--- src/design/iolm_regs.vh ---
// register map, field positions and reset values of the i/o line mux/filter/pull block
`ifndef IOLM_REGS_VH
`define IOLM_REGS_VH

// byte addresses of the register bank
`define IOLM_PULLUP_STATE_ADDR 32'h400e0e68
`define IOLM_FUNC_SEL_LOW_ADDR 32'h400e0e70
`define IOLM_FUNC_SEL_HIGH_ADDR 32'h400e0e74
`define IOLM_FILT_GLITCH_SEL_ADDR 32'h400e0e80
`define IOLM_FILT_DEBOUNCE_SEL_ADDR 32'h400e0e84
`define IOLM_FILT_SEL_STATUS_ADDR 32'h400e0e88
`define IOLM_DEB_PRESCALE_ADDR 32'h400e0e8c
`define IOLM_PULLDOWN_OFF_ADDR 32'h400e0e90
`define IOLM_PULLDOWN_ON_ADDR 32'h400e0e94
`define IOLM_PULLDOWN_STATE_ADDR 32'h400e0e98
`define IOLM_OUT_GATE_ON_ADDR 32'h400e0ea0
`define IOLM_OUT_GATE_OFF_ADDR 32'h400e0ea4
`define IOLM_OUT_GATE_STATE_ADDR 32'h400e0ea8
`define IOLM_WPROT_CTRL_ADDR 32'h400e0ef0

// prescale field
`define IOLM_DIV_MSB 13
`define IOLM_DIV_LSB 0
`define IOLM_DIV_WIDTH 14

// write-protect control field
`define IOLM_WPROT_BIT 0

// reset values
`define IOLM_FUNC_SEL_RST 32'h00000000
`define IOLM_FILT_SEL_RST 32'h00000000
`define IOLM_DIV_RST 14'h0000
`define IOLM_PULLDOWN_RST 32'h00000000
`define IOLM_OUT_GATE_RST 32'h00000000
`define IOLM_WPROT_RST 1'h0

// read value of unmapped and write-only addresses
`define IOLM_READ_NONE 32'h00000000

`endif

--- src/design/iolm_top.v ---
// i/o line function select, input filter choice, pull-down and output-write gating
// What this block does
// - the pull-up state register reads 0 for a line whose pull-up is on and 1 where it is off.
// - each line's function comes from its bit pair in the two select registers: 00 A, low B, high C, both D.
// - with write protection on, writes to both select registers, pull-down on/off and gate on/off are dropped.
// - a 1 written into the glitch-select register puts that line on the clock-rate glitch filter.
// - a 1 written into the debounce-select register puts that line on the slow-clock debouncer.
// - the filter status register reads 0 for a glitch-filtered line and 1 for a debounced line.
// - the debounce period is (divider+1)*2 slow-clock periods, divider in bits 13..0, upper bits reserved.
// - a 1 written into the pull-down off register turns that line's pull-down off, zeros do nothing.
// - a 1 written into the pull-down on register turns that line's pull-down on, zeros do nothing.
// - the pull-down state register reads 0 for a line whose pull-down is on and 1 where it is off.
// - a 1 written into the gate-on register lets later output data writes reach that line.
// - a 1 written into the gate-off register stops output data writes from reaching that line.
`timescale 1ns/1ns
`default_nettype none
`include "iolm_regs.vh"

module iolm_top #(
  parameter LINES = 32,
  parameter DIV_WIDTH = `IOLM_DIV_WIDTH
) (
  input wire clk,
  input wire rst_n,
  input wire [31:0] reg_addr,
  input wire [31:0] reg_wdata,
  input wire reg_wr,
  input wire reg_rd,
  output wire [31:0] reg_rdata,
  input wire [LINES-1:0] line_pin_in,
  input wire slow_clk_pin,
  input wire [LINES-1:0] pullup_active,
  output wire [LINES-1:0] line_filtered,
  output wire [LINES-1:0] periph_a_sel,
  output wire [LINES-1:0] periph_b_sel,
  output wire [LINES-1:0] periph_c_sel,
  output wire [LINES-1:0] periph_d_sel,
  output wire [LINES-1:0] pulldown_enable,
  output wire [LINES-1:0] debounce_select,
  output wire [LINES-1:0] output_write_gate,
  output wire write_protect_enable
);

  // one-hot line function codes, bit order {d, c, b, a}
  localparam [3:0] FSEL_A = 4'h1;
  localparam [3:0] FSEL_B = 4'h2;
  localparam [3:0] FSEL_C = 4'h4;
  localparam [3:0] FSEL_D = 4'h8;

  // address match, shared by every write and read decode
  function hit;
    input [31:0] addr;
    input [31:0] target;
    begin
      hit = (addr == target);
    end
  endfunction

  // set/clear update of a per-line state word: only bits written as 1 move
  // set and clear sit at separate addresses, so the two enables never meet
  function [LINES-1:0] set_clear;
    input [LINES-1:0] state;
    input set_en;
    input clr_en;
    input [LINES-1:0] mask;
    begin
      set_clear = state;
      if (set_en) begin
        set_clear = state | mask;
      end
      if (clr_en) begin
        set_clear = state & ~mask;
      end
    end
  endfunction

  // two select bits of one line to its one-hot function code
  function [3:0] fsel_decode;
    input sel_low;
    input sel_high;
    begin
      case ({sel_high, sel_low})
        2'h0: fsel_decode = FSEL_A;
        2'h1: fsel_decode = FSEL_B;
        2'h2: fsel_decode = FSEL_C;
        2'h3: fsel_decode = FSEL_D;
        default: fsel_decode = FSEL_A;
      endcase
    end
  endfunction

  // register state
  reg [LINES-1:0] func_sel_low_reg;
  reg [LINES-1:0] func_sel_high_reg;
  reg [LINES-1:0] debounce_sel_reg;
  reg [DIV_WIDTH-1:0] prescale_reg;
  reg [LINES-1:0] pulldown_on_reg;
  reg [LINES-1:0] out_gate_reg;
  reg wprot_reg;
  reg [31:0] rdata_reg;
  reg [31:0] rdata_next;

  // pin-facing outputs, each bit taken from a per-line flop below
  wire [LINES-1:0] periph_a_bits;
  wire [LINES-1:0] periph_b_bits;
  wire [LINES-1:0] periph_c_bits;
  wire [LINES-1:0] periph_d_bits;
  wire [LINES-1:0] line_out_bits;

  wire [LINES-1:0] wdata_lines;
  wire wr_func_low;
  wire wr_func_high;
  wire wr_filt_glitch;
  wire wr_filt_deb;
  wire wr_prescale;
  wire wr_pd_off;
  wire wr_pd_on;
  wire wr_gate_on;
  wire wr_gate_off;
  wire wr_wprot;
  wire wr_open;
  wire [LINES-1:0] line_sync;
  wire slck_sync;
  wire half_tick;

  assign wdata_lines = reg_wdata[LINES-1:0];

  // protected writes are simply dropped, there is no error response
  assign wr_open = reg_wr & ~wprot_reg;
  assign wr_func_low = wr_open & hit(reg_addr, `IOLM_FUNC_SEL_LOW_ADDR);
  assign wr_func_high = wr_open & hit(reg_addr, `IOLM_FUNC_SEL_HIGH_ADDR);
  assign wr_pd_off = wr_open & hit(reg_addr, `IOLM_PULLDOWN_OFF_ADDR);
  assign wr_pd_on = wr_open & hit(reg_addr, `IOLM_PULLDOWN_ON_ADDR);
  assign wr_gate_on = wr_open & hit(reg_addr, `IOLM_OUT_GATE_ON_ADDR);
  assign wr_gate_off = wr_open & hit(reg_addr, `IOLM_OUT_GATE_OFF_ADDR);

  // filter choice and prescale stay writable under protection
  assign wr_filt_glitch = reg_wr & hit(reg_addr, `IOLM_FILT_GLITCH_SEL_ADDR);
  assign wr_filt_deb = reg_wr & hit(reg_addr, `IOLM_FILT_DEBOUNCE_SEL_ADDR);
  assign wr_prescale = reg_wr & hit(reg_addr, `IOLM_DEB_PRESCALE_ADDR);
  assign wr_wprot = reg_wr & hit(reg_addr, `IOLM_WPROT_CTRL_ADDR);

  // write-protect control
  // the protect bit guards nothing of its own, so software can always lift it
  always @(posedge clk) begin
    if (!rst_n) begin
      wprot_reg <= `IOLM_WPROT_RST;
    end else if (wr_wprot) begin
      wprot_reg <= reg_wdata[`IOLM_WPROT_BIT];
    end
  end

  // function select words, plain read/write
  always @(posedge clk) begin
    if (!rst_n) begin
      func_sel_low_reg <= `IOLM_FUNC_SEL_RST;
      func_sel_high_reg <= `IOLM_FUNC_SEL_RST;
    end else begin
      if (wr_func_low) begin
        func_sel_low_reg <= wdata_lines;
      end
      if (wr_func_high) begin
        func_sel_high_reg <= wdata_lines;
      end
    end
  end

  // one hot function decode per line, one cycle behind the select words
  // a decode flop per line keeps every select output straight from a register
  genvar f;
  generate
    for (f = 0; f < LINES; f = f + 1) begin : g_func
      reg [3:0] onehot_reg;
      always @(posedge clk) begin
        if (!rst_n) begin
          onehot_reg <= 4'h0;
        end else begin
          onehot_reg <= fsel_decode(func_sel_low_reg[f], func_sel_high_reg[f]);
        end
      end
      assign periph_a_bits[f] = onehot_reg[0];
      assign periph_b_bits[f] = onehot_reg[1];
      assign periph_c_bits[f] = onehot_reg[2];
      assign periph_d_bits[f] = onehot_reg[3];
    end
  endgenerate

  // filter choice flop: 0 glitch filter, 1 debouncer
  always @(posedge clk) begin
    if (!rst_n) begin
      debounce_sel_reg <= `IOLM_FILT_SEL_RST;
    end else begin
      debounce_sel_reg <= set_clear(debounce_sel_reg, wr_filt_deb, wr_filt_glitch,
        wdata_lines);
    end
  end

  // debounce divider, reserved upper bits are never stored
  // a divider of zero gives one tick per slow-clock rise, the shortest period
  always @(posedge clk) begin
    if (!rst_n) begin
      prescale_reg <= `IOLM_DIV_RST;
    end else if (wr_prescale) begin
      prescale_reg <= reg_wdata[`IOLM_DIV_MSB:`IOLM_DIV_LSB];
    end
  end

  // pull-down state, 1 means resistor on
  always @(posedge clk) begin
    if (!rst_n) begin
      pulldown_on_reg <= `IOLM_PULLDOWN_RST;
    end else begin
      pulldown_on_reg <= set_clear(pulldown_on_reg, wr_pd_on, wr_pd_off,
        wdata_lines);
    end
  end

  // output-write gate, 1 lets output data writes reach the line
  always @(posedge clk) begin
    if (!rst_n) begin
      out_gate_reg <= `IOLM_OUT_GATE_RST;
    end else begin
      out_gate_reg <= set_clear(out_gate_reg, wr_gate_on, wr_gate_off,
        wdata_lines);
    end
  end

  // pins and slow clock come from outside the clock domain
  // three stages and an agreement flop cost four cycles on every line but never let a late pin
  // show two values within one cycle
  iolm_sync3 #(
    .WIDTH(LINES)
  ) u_line_sync (
    .clk(clk),
    .rst_n(rst_n),
    .pin_in(line_pin_in),
    .level_out(line_sync)
  );

  iolm_sync3 #(
    .WIDTH(1)
  ) u_slck_sync (
    .clk(clk),
    .rst_n(rst_n),
    .pin_in(slow_clk_pin),
    .level_out(slck_sync)
  );

  iolm_slck_div #(
    .DIV_WIDTH(DIV_WIDTH)
  ) u_slck_div (
    .clk(clk),
    .rst_n(rst_n),
    .slck_level(slck_sync),
    .div_value(prescale_reg),
    .half_tick(half_tick)
  );

  // a debounced line only changes after equal samples on two successive
  // half-period ticks, so pulses under half a debounce period are lost;
  // the agreement in the synchroniser already rejects sub-cycle glitches
  // limitation: a new divider value applies from the next slow-clock rise, in the middle of a running half period
  genvar i;
  generate
    for (i = 0; i < LINES; i = i + 1) begin : g_filter
      reg sample_reg;
      reg level_reg;
      reg out_reg;
      always @(posedge clk) begin
        if (!rst_n) begin
          sample_reg <= 1'b0;
          level_reg <= 1'b0;
        end else if (half_tick) begin
          sample_reg <= line_sync[i];
          if (line_sync[i] == sample_reg) begin
            level_reg <= line_sync[i];
          end
        end
      end

      always @(posedge clk) begin
        if (!rst_n) begin
          out_reg <= 1'b0;
        end else if (debounce_sel_reg[i]) begin
          out_reg <= level_reg;
        end else begin
          out_reg <= line_sync[i];
        end
      end
      assign line_out_bits[i] = out_reg;
    end
  endgenerate

  // the pull-up flops live outside; only their inverted state is reported
  // status words show the live state flops, so a read right after a write
  // already returns the new setting
  // read mux; write-only and unmapped addresses read as zero
  always @* begin
    rdata_next = `IOLM_READ_NONE;
    if (hit(reg_addr, `IOLM_PULLUP_STATE_ADDR)) begin
      rdata_next[LINES-1:0] = ~pullup_active;
    end else if (hit(reg_addr, `IOLM_FUNC_SEL_LOW_ADDR)) begin
      rdata_next[LINES-1:0] = func_sel_low_reg;
    end else if (hit(reg_addr, `IOLM_FUNC_SEL_HIGH_ADDR)) begin
      rdata_next[LINES-1:0] = func_sel_high_reg;
    end else if (hit(reg_addr, `IOLM_FILT_SEL_STATUS_ADDR)) begin
      rdata_next[LINES-1:0] = debounce_sel_reg;
    end else if (hit(reg_addr, `IOLM_DEB_PRESCALE_ADDR)) begin
      rdata_next[`IOLM_DIV_MSB:`IOLM_DIV_LSB] = prescale_reg;
    end else if (hit(reg_addr, `IOLM_PULLDOWN_STATE_ADDR)) begin
      rdata_next[LINES-1:0] = ~pulldown_on_reg;
    end else if (hit(reg_addr, `IOLM_OUT_GATE_STATE_ADDR)) begin
      rdata_next[LINES-1:0] = out_gate_reg;
    end else if (hit(reg_addr, `IOLM_WPROT_CTRL_ADDR)) begin
      rdata_next[`IOLM_WPROT_BIT] = wprot_reg;
    end
  end

  // read data holds only for the cycle after the strobe
  always @(posedge clk) begin
    if (!rst_n) begin
      rdata_reg <= `IOLM_READ_NONE;
    end else if (reg_rd) begin
      rdata_reg <= rdata_next;
    end else begin
      rdata_reg <= `IOLM_READ_NONE;
    end
  end

  assign reg_rdata = rdata_reg;
  assign line_filtered = line_out_bits;
  assign periph_a_sel = periph_a_bits;
  assign periph_b_sel = periph_b_bits;
  assign periph_c_sel = periph_c_bits;
  assign periph_d_sel = periph_d_bits;
  assign pulldown_enable = pulldown_on_reg;
  assign debounce_select = debounce_sel_reg;
  assign output_write_gate = out_gate_reg;
  assign write_protect_enable = wprot_reg;

endmodule

`default_nettype wire

--- src/design/iolm_sync3.v ---
// three-stage pin synchroniser; a change counts once stages two and three agree
`timescale 1ns/1ns
`default_nettype none

module iolm_sync3 #(
  parameter WIDTH = 32
) (
  input wire clk,
  input wire rst_n,
  input wire [WIDTH-1:0] pin_in,
  output wire [WIDTH-1:0] level_out
);

  reg [WIDTH-1:0] stage1_reg;
  reg [WIDTH-1:0] stage2_reg;
  reg [WIDTH-1:0] stage3_reg;

  // stage1 feeds only stage2 so metastability never reaches a decision
  always @(posedge clk) begin
    if (!rst_n) begin
      stage1_reg <= {WIDTH{1'b0}};
      stage2_reg <= {WIDTH{1'b0}};
      stage3_reg <= {WIDTH{1'b0}};
    end else begin
      stage1_reg <= pin_in;
      stage2_reg <= stage1_reg;
      stage3_reg <= stage2_reg;
    end
  end

  genvar i;
  generate
    for (i = 0; i < WIDTH; i = i + 1) begin : g_agree
      reg agree_reg;
      always @(posedge clk) begin
        if (!rst_n) begin
          agree_reg <= 1'b0;
        end else if (stage2_reg[i] == stage3_reg[i]) begin
          agree_reg <= stage3_reg[i];
        end
      end
      assign level_out[i] = agree_reg;
    end
  endgenerate

endmodule

`default_nettype wire

--- src/design/iolm_slck_div.v ---
// slow-clock edge counter giving one tick per half debounce period
`timescale 1ns/1ns
`default_nettype none

module iolm_slck_div #(
  parameter DIV_WIDTH = 14
) (
  input wire clk,
  input wire rst_n,
  input wire slck_level,
  input wire [DIV_WIDTH-1:0] div_value,
  output wire half_tick
);

  reg slck_prev_reg;
  reg [DIV_WIDTH-1:0] edge_cnt_reg;
  reg tick_reg;
  wire slck_rise;

  assign slck_rise = slck_level & ~slck_prev_reg;

  // period is (div+1)*2 slow clocks, so a half period is div+1 rising edges
  always @(posedge clk) begin
    if (!rst_n) begin
      slck_prev_reg <= 1'b0;
      edge_cnt_reg <= {DIV_WIDTH{1'b0}};
      tick_reg <= 1'b0;
    end else begin
      slck_prev_reg <= slck_level;
      tick_reg <= 1'b0;
      if (slck_rise) begin
        if (edge_cnt_reg >= div_value) begin
          edge_cnt_reg <= {DIV_WIDTH{1'b0}};
          tick_reg <= 1'b1;
        end else begin
          edge_cnt_reg <= edge_cnt_reg + {{(DIV_WIDTH-1){1'b0}}, 1'b1};
        end
      end
    end
  end

  assign half_tick = tick_reg;

endmodule

`default_nettype wire

--- config.mk ---
export PLATFORM = sky130hd
export DESIGN_NAME = iolm_top
export DESIGN_NICKNAME = d
export VERILOG_FILES = /design/src/design/iolm_top.v /design/src/design/iolm_sync3.v /design/src/design/iolm_slck_div.v
export VERILOG_INCLUDE_DIRS = /design/src /design/src/design
export SDC_FILE = /design/constraint.sdc
export NUM_CORES = 1
export LEC_CHECK = 0
export BUFFER_PORTS_ARGS = -buffer_cell sky130_fd_sc_hd__buf_2
export CORE_UTILIZATION = 52
export DETAILED_ROUTE_END_ITERATION = 6
export PLACE_DENSITY = 0.85
export SETUP_SLACK_MARGIN = 0.05
export SLEW_MARGIN = 5
export SYNTH_ARGS = -nofsm -noshare
export SYNTH_HDL_FRONTEND = slang
export SYNTH_SLANG_ARGS = --single-unit
--- constraint.sdc ---
create_clock -name clk -period 4.15 [get_ports clk]
set_input_delay 1.245 -clock clk [delete_from_list [all_inputs] [get_ports clk]]
set_output_delay 1.245 -clock clk [all_outputs]
set_load 0.01 [all_outputs]
Word level (Yosys, flattened, before mapping)
Cells that the tools add are included.

Register bits after elaboration: 579. Input bits: 133. Output and inout bits: 289. Word-level logic and storage cells: 529.

$add $sub $neg: 1. Order comparisons: 1. Equal/unequal tests: 175. Muxes and demuxes: 82. Bitwise logic cells: 23. Reduce and logical (&&, ||, !) cells: 69.

Operators by type and width (count): one-hot mux 4 bit (4 select lines) (32); == test 32 x 31 -> 1 bit, second input constant (14); 2-to-1 mux 32 bit (11); == test 2 bit, second input constant (64); bitwise AND 32 bit (3); inverter 32 bit (3); OR 32 bit (3); AND reduction 2 bit (34); == test 1 bit (65); == test 2 x 1 -> 1 bit, second input constant (32); zero test 2 bit (32); 2-to-1 mux 1 bit (35); 2-to-1 mux 31 bit (1); 2-to-1 mux 14 bit (2); 2-to-1 mux 18 bit (1); adder 14 x 1 -> 14 bit, second input constant (1); greater-or-equal comparator 14 bit (1); bitwise AND 1 bit (12); nonzero test 2 bit (3); inverter 1 bit (2).

Logic depth before layout (Yosys ltp)
Gate-level depths: netlist (run 1).

Depth after elaboration: 9. Gate-level depth with buffers: 10. Mapped depth without buffers: 9.

Cells and area by module
A second synthesis (run 1) with hierarchy kept.

Cell total of the unflattened synthesis: 2264. Area total of the unflattened synthesis: 21309.2 sq um.

Modules (own cells, without submodules): iolm_top (instances 1, cells each 1764, area each 16136.7 sq um, sequential area each 8628.3 sq um); iolm_sync3 (u_line_sync) (instances 1, cells each 366, area each 4028.9 sq um, sequential area each 2562.5 sq um); iolm_slck_div (instances 1, cells each 124, area each 1027.2 sq um, sequential area each 320.3 sq um); iolm_sync3 (u_slck_sync) (instances 1, cells each 10, area each 116.4 sq um, sequential area each 80.1 sq um).

Least setup slack after synthesis (run 1)
Ideal clock, no wire load.

Path type: input -> register. From: input reg_addr[26]. To: register rdata_reg[10], in the netlist reg_rdata[10]. Setup time: 0.103 ns. Arrival: 3.319 ns. Required time: 4.047 ns. Path slack: 0.727 ns. Stages: 7. Buffers on the path: 1. Path through: nor4_4 nand4_4 or3_4 or4_4 buf_6 o221a_1 a2111oi_2.

Word-level cells in the longest chain between the ends: 8. Elaborated cells on any way between the ends: 14. Classes of those cells: eq/ne: 7; mux: 7.

RTL lines: start, declared (RTL line iolm_top.v:25) `input wire [31:0] reg_addr,`; == test 32 x 31 -> 1 bit (RTL line iolm_top.v:55) `hit = (addr == target);`; 2-to-1 mux 31 bit (RTL line iolm_top.v:312) `` end else if (hit(reg_addr, `IOLM_OUT_GATE_STATE_ADDR)) begin ``; 2-to-1 mux 32 bit (RTL line iolm_top.v:310) `` end else if (hit(reg_addr, `IOLM_PULLDOWN_STATE_ADDR)) begin ``; 2-to-1 mux 14 bit (RTL line iolm_top.v:308) `` end else if (hit(reg_addr, `IOLM_DEB_PRESCALE_ADDR)) begin ``; 2-to-1 mux 32 bit (RTL line iolm_top.v:306) `` end else if (hit(reg_addr, `IOLM_FILT_SEL_STATUS_ADDR)) begin ``; 2-to-1 mux 32 bit (RTL line iolm_top.v:304) `` end else if (hit(reg_addr, `IOLM_FUNC_SEL_HIGH_ADDR)) begin ``; 2-to-1 mux 32 bit (RTL line iolm_top.v:302) `` end else if (hit(reg_addr, `IOLM_FUNC_SEL_LOW_ADDR)) begin ``; 2-to-1 mux 32 bit * (RTL line iolm_top.v:300) `` if (hit(reg_addr, `IOLM_PULLUP_STATE_ADDR)) begin ``; end signal, assigned (RTL line iolm_top.v:322) `` rdata_reg <= `IOLM_READ_NONE; ``; end signal, assigned (RTL line iolm_top.v:324) `rdata_reg <= rdata_next;`; end signal, assigned (RTL line iolm_top.v:326) `` rdata_reg <= `IOLM_READ_NONE; ``; end, declared (RTL line iolm_top.v:100) `reg [31:0] rdata_reg;`.

Every way passes the cells marked *; elsewhere a longest branch is shown, timed or not. A chain may end at the register's enable or synchronous reset.

Final worst setup path (run 1)
From: input reg_addr[15]. To: register rdata_reg[18], in the netlist reg_rdata[18].

Word-level cells in the longest chain between the ends: 8. Elaborated cells on any way between the ends: 14. Classes of those cells: eq/ne: 7; mux: 7.

RTL lines (RTL line): == test 32 x 31 -> 1 bit (iolm_top.v:55); 2-to-1 mux 31 bit (iolm_top.v:312); 2-to-1 mux 32 bit (iolm_top.v:310); 2-to-1 mux 18 bit (iolm_top.v:308); 2-to-1 mux 32 bit (iolm_top.v:306); 2-to-1 mux 32 bit (iolm_top.v:304); 2-to-1 mux 32 bit (iolm_top.v:302); 2-to-1 mux 32 bit * (iolm_top.v:300).

Marked as above.

==> results of run 1 <==
==> cell usage in the layout (no fill, tap or decap), types with 20 or more instances in the layout <==
master / n
dfxtp_1: 578
buf_2: 420
nand2_1: 348
a21oi_1: 242
nor2_1: 138
o21ai_0: 110
and2_1: 101
mux2i_1: 70
a211oi_1: 65
clkbuf_16: 57
buf_4: 45
nand3_1: 40
and3_1: 38
a21o_1: 37
nor3_1: 36
a221oi_1: 30
nor3b_1: 27
a22oi_1: 26
inv_1: 20
==> how the worst min path moves through the flow <==
stage,start,end,cells past startpoint
floorplan,u_line_sync.stage1_reg[0],u_line_sync.stage2_reg[0],1
global placement,u_line_sync.stage1_reg[13],u_line_sync.stage2_reg[13],1
detailed placement,u_line_sync.stage1_reg[10],u_line_sync.stage2_reg[10],1
CTS,u_line_sync.stage1_reg[6],u_line_sync.stage2_reg[6],1
global route,u_line_sync.stage1_reg[13],u_line_sync.stage2_reg[13],1
finish,u_line_sync.stage1_reg[6],u_line_sync.stage2_reg[6],1
==> cell families after synthesis <==
group / Yosys count
simple gates: 779
flops: 579
compound gates: 556
buf+inv: 217
mux: 70
fa+ha+maj: 15
xor+xnor: 13
==> layer usage <==
layer | track usage (%) | up-vias | wire length, um
met2 | 48.60 | 851 | 28440
met5 | 0 | - | 24
met3 | 5.799 | 199 | 4886
met4 | 16.59 | 4 | 3220
li1 | - | 8335 | -
met1 | 37.67 | 8347 | 25260
==> layout make-up <==
cell class                 count  area [um^2]
sequential                   579        11590
timing repair buffer         469         2520
fill                        3134        14000
clock buffer                  73         1597
multi-input combinational   1433         8135
tap                          518        648.1
antenna                       11        27.53
inverter                      21        86.33
clock inverter                26        307.8
==> power groups by stage <==
stage	Clock [mW]	Sequential (mW)	Combinational, mW
finish	5.23	5.63	0.313
global route	5.53	5.64	0.337
CTS	5.29	5.63	0.310
detailed placement	0	5.76	0.307
global placement	0	5.75	0.299
floorplan	0	5.76	0.162
==> worst register-to-register path, cell delays in order, from the launching register on <==
cell	delay [ps]
dfxtp_1	340
inv_1	70
ha_1	310
a21o_1	190
a21o_1	170
a2111oi_0	410
o22ai_1	200
a2bb2oi_1	360
o21ai_0	160
buf_4	240
nor2_1	120
==> through the flow <==
| step | setup WS (ps) | hold WS, ps | power [mW] | area [um^2] | util (%) |
|---|---|---|---|---|---|
| 4_1_cts | 992.7 | 428.6 | 11.23 | 24890 | 63.95 |
| 5_1_grt | 854.3 | 448.8 | 11.50 | 24910 | 64.02 |
| 2_1_floorplan | 727.5 | 411.9 | 5.922 | 20650 | - |
| 6_report | 941.8 | 428.5 | 11.17 | 24920 | 64.02 |
| 3_3_place_gp | 471.7 | 413.7 | 6.054 | 22980 | 59.06 |
| 3_5_place_dp | 359.9 | 418.5 | 6.065 | 22980 | 59.06 |
==> flow_metrics.env, run 1 <==
export IMPL_cp_end_kind="flop"
export IMPL_ys_seq_area_share_pct=56.12
export IMPL_start_kind="input port"
export IMPL_maxCapViolCount=0
export IMPL_io_buffer_count=421
export IMPL_slew_viol_final=0
export IMPL_detail_route_wl_per_cell_um=19.76
export IMPL_synth_simple_area_share_pct=17.96
export IMPL_maxSlewHeadroom_pct=32.22
export IMPL_required_ps=4670
export IMPL_power_density_nw_per_um2=448.5
export IMPL_yosys_cell_count_top_type="dfxtp_1"
export IMPL_synth_edf_count=0
export IMPL_grt_pass1_wl_um=96210
export IMPL_holdBufCountCts=0
export IMPL_cts_sinks=579
export IMPL_sequentialPowerShare_pct=50.4
export IMPL_grt_ovfl_total=0
export IMPL_path_buf_inv=2
export IMPL_switching_share_pct=21.34
export IMPL_post_cts_resize_count=0
export IMPL_die_h_um=201.3
export IMPL_synth_compound_area_share_pct=16.30
export IMPL_rows=72
export IMPL_outcome="completed"
export IMPL_ant_nets=0
export IMPL_clk_latency_ps=600
export IMPL_period_minus_slack_ps=3208
export IMPL_synth_common_cells="579 x dfxtp_1, 348 x nand2_1, 242 x a21oi_1, 140 x nor2_1, 130 x clkbuf_1"
export IMPL_crit_family="simple AND/OR/NAND/NOR gates"
export IMPL_grt_use_total_pct=30.01
export IMPL_synth_cell_types=58
export IMPL_yosys_most_used_dff="dfxtp_1"
export IMPL_setup_viol=0
export IMPL_r2r_end="u_slck_div.edge_cnt_reg[7]"
export IMPL_rsz0062_at_grt="no"
export IMPL_syn_area_per_cell_um2=9.266
export IMPL_slowest_stage="or4_4"
export IMPL_vias=17740
export IMPL_drtIter0Drc=1331
export IMPL_layout_drive_gt1_share_pct=22.68
export IMPL_synthArstFlopShare_pct=0
export IMPL_cp_num_cells=9
export IMPL_crit_arrival_ps=3730
export IMPL_coreArea_um2=38920
export IMPL_cts_buffers=55
export IMPL_yosysWarnings=0
export IMPL_critPathMaxStageDelay_ps=690
export IMPL_nNetsFinal=2707
export IMPL_critical_path_endpoint="reg_rdata[18]"
export IMPL_grt_pass1_vias=17440
export IMPL_antenna_found_initial=13
export IMPL_gp_congestion=0.9194
export IMPL_yosys_mux_area_fraction_pct=3.392
export IMPL_viasPerCell=5.666
export IMPL_p_leak_nw=10.30
export IMPL_hpwl_um=42710
export IMPL_ff2ff_setup_slack_ps=1510
export IMPL_synth_top_family_by_area="simple AND/OR/NAND/NOR gates"
export IMPL_fin_skew_ps=14.49
export IMPL_yosys_area_top_type_share_pct=56.12
export IMPL_instances_no_fill=3130
export IMPL_critPathLaunch="reg_addr[15]"
export IMPL_cts_root_buffer="clkbuf_16"
export IMPL_drt_wl_total_um=61840
export IMPL_die_area_um2=40520
export IMPL_die_x_um=201.3
export IMPL_power_frac_comb_pct=2.8
export IMPL_finalHoldViolCount=0
export IMPL_hp_class="flop to flop"
export IMPL_reg2reg_from="prescale_reg[3]"
export IMPL_syn_inst=2229
export IMPL_cts_reportedPaths_clkPinSlew_ps=60
export IMPL_power_switching_mw=2.384
export IMPL_yosys_area_top_type="dfxtp_1"
export IMPL_placedCellCount=3020
export IMPL_r2r_cells=10
export IMPL_irDropWorstVdd_mv=0.3446
export IMPL_synth_xor_area_share_pct=0.5512
export IMPL_drtPass1Iterations=5
export IMPL_tritoncts="yes"
export IMPL_synth_nets=2377
export IMPL_postCtsSetupRepairBufs=0
export IMPL_setup_tns_ps=0
export IMPL_worst_slew_pin_slew_ps=1016
export IMPL_io_pins=422
export IMPL_start_util_pct=53.07
export IMPL_syn_to_final_growth_pct=20.63
export IMPL_p_int_mw=8.790
export IMPL_ys_top_cells_by_area="dfxtp_1 56%, nand2_1 6.3%, a21oi_1 5.9%"
export IMPL_grt_max_degree=125
export IMPL_path_class="input port to flop"
export IMPL_fmax_mhz=311.7
export IMPL_p_clk_share_pct=46.8
export IMPL_syn_cell_area_um2=20650
export IMPL_ys_seq_elements=579
export IMPL_cts_max_path_buffers=3
export IMPL_htreeDepth=2
export IMPL_yosys_area_share_adder_pct=0.9087
export IMPL_drc=0
export IMPL_worstPathCellList="buf_2, nor4_4, nand4_4, or3_4, or4_4, buf_4, o21ai_0, a221oi_1, o22ai_1"
export IMPL_critPathMaxFanout=18
export IMPL_min_period_over_period_pct=77.30
Note: power is estimated with default switching activity, not from simulation.
==> run 2: changes to the inputs <==
clock period = 3.02 ns   (was 4.15 ns; I/O delays follow)
==> run 2 against run 1 <==
  * Power grew 39%
  * Clock power grew 40%
  * Final cell count grew 1.2%
  * Register-to-register slack lost 970 ps
  * Critical path depth is the same
  * Worst setup slack lost 610 ps
  * Clock-buffer cell count grew 2
  * Non-clock buffer count grew 36
  * Final area grew 1.9%
  * Sequential power grew 37%
  * Largest cell class unchanged
  * Largest power group unchanged
  * Highest routed layer unchanged
==> flow_metrics.env, run 2 (synthesized netlist as in run 1, its figures left out) <==
export IMPL_dp_slack_ps=-244.5
export IMPL_holdPathStages=1
export IMPL_syn_to_final_growth_pct=22.90
export IMPL_die_x_um=201.3
export IMPL_rows=72
export IMPL_seqCellArea_um2=11590
export IMPL_tritoncts="yes"
export IMPL_drt_wl_total_um=62740
export IMPL_worst_slew_pin_slew_ps=1059
export IMPL_setup_viol=0
export IMPL_cts_sinks=579
export IMPL_rsz0062_at_grt="no"
export IMPL_grt_use_total_pct=30.04
export IMPL_reg2reg_from="prescale_reg[3]"
export IMPL_finalHoldViolCount=0
export IMPL_coreArea_um2=38920
export IMPL_cts_reportedPaths_clkPinSlew_ps=60
export IMPL_setup_tns_ps=0
export IMPL_maxSlewHeadroom_pct=29.34
export IMPL_period_minus_slack_ps=2690
export IMPL_io_buffer_count=421
export IMPL_p_clk_share_pct=47.2
export IMPL_gp_congestion=0.9129
export IMPL_outcome="completed"
export IMPL_final_cell_mix="578 x dfxtp_1, 420 x buf_2, 348 x nand2_1"
export IMPL_maxCapViolCount=0
export IMPL_postCtsSetupRepairBufs=0
export IMPL_holdBufCountCts=0
export IMPL_nFillCells=3123
export IMPL_cts_buffers=56
export IMPL_p_int_mw=12.20
export IMPL_hpwl_um=43540
export IMPL_placedCellCount=3056
export IMPL_die_h_um=201.3
export IMPL_required_ps=3540
export IMPL_power_switching_mw=3.305
export IMPL_grt_max_degree=132
export IMPL_cts_max_path_buffers=3
export IMPL_multiInputGateArea_um2=8140
export IMPL_grt_ovfl_total=0
export IMPL_min_period_over_period_pct=89.06
export IMPL_die_area_um2=40520
export IMPL_critPathMaxFanout=18
export IMPL_drc=0
export IMPL_layout_drive_gt1_share_pct=23.95
export IMPL_fmax_mhz=371.8
export IMPL_ant_nets=0
export IMPL_vias=18010
export IMPL_setup_ws_ps=330.5
export IMPL_power_frac_comb_pct=2.9
export IMPL_irDropWorstVdd_mv=0.4299
export IMPL_sequentialPowerShare_pct=49.9
export IMPL_instances_no_fill=3168
export IMPL_io_pins=422
export IMPL_viasPerCell=5.686
export IMPL_detail_route_wl_per_cell_um=19.80
export IMPL_htreeDepth=2
export IMPL_path_class="input port to flop"
export IMPL_critPathLaunch="reg_addr[15]"
export IMPL_power_mw=15.51
export IMPL_crit_arrival_ps=3210
export IMPL_layout_commonest_cell="dfxtp_1"
export IMPL_power_density_nw_per_um2=610.9
export IMPL_drtIter0Drc=1462
export IMPL_drtPass1Iterations=6
export IMPL_switching_share_pct=21.31
export IMPL_grt_pass1_vias=17190
export IMPL_r2r_cells=10
export IMPL_post_cts_resize_count=0
export IMPL_start_util_pct=53.07
export IMPL_p_leak_nw=10.57
export IMPL_hp_class="flop to flop"
export IMPL_antenna_found_initial=9
export IMPL_fin_skew_ps=9.143
export IMPL_grt_pass1_wl_um=96100
export IMPL_cts_root_buffer="clkbuf_16"
export IMPL_nNetsFinal=2744
export IMPL_start_kind="input port"
export IMPL_cp_end_kind="flop"
export IMPL_slew_viol_final=0
export IMPL_hp_start="u_line_sync.stage1_reg[29]"
export IMPL_clk_latency_ps=590
[run 2: final cells by class]
type                       count  area share [%]
sequential                   579           45.68
multi-input combinational   1433           32.07
inverter                      21          0.3401
timing repair buffer         505           11.53
clock buffer                  75           6.442
clock inverter                30           1.316
tap                          518           2.553
antenna                        7         0.06901
[run 2: metal layers]
metal  vias up  GRT usage, %  part of all wire [%]
li1       8406             -                     -
met1      8545         38.49                    41
met2       896         48.83                    47
met3       162         5.782                   8.4
met4         4         14.23                   3.9
met5         -             0                 0.051
[run 2: final timing paths]
check	endpoint	slack, ps
max reg2reg	u_slck_div.edge_cnt_reg[9]	540
max	reg_rdata[18]	330
min	u_line_sync.stage2_reg[29]	430
min reg2reg	u_line_sync.stage2_reg[29]	430
[run 2: per-stage QoR]
step	hold WS (ps)	utilization [%]	area (um^2)
floorplan	411.9	-	20650
global placement	413.5	60.12	23400
detailed placement	416.9	60.12	23400
CTS	428.2	65.18	25370
global route	448.8	65.22	25380
finish	429.9	65.23	25380
[run 2: critical path, stage by stage]
cell	delay, ps
buf_2	110
nor4_4	320
nand4_4	170
or3_4	420
or4_4	610
buf_12	190
o21ai_0	230
a221oi_1	100
o22ai_1	150
[run 2: power groups by stage]
stage	combinational [mW]	clock [mW]	sequential, mW
final	0.447	7.32	7.74
after global routing	0.480	7.72	7.75
after CTS	0.443	7.39	7.74
after detailed placement	0.440	0	7.91
after global placement	0.432	0	7.91
after floorplan	0.222	0	7.92
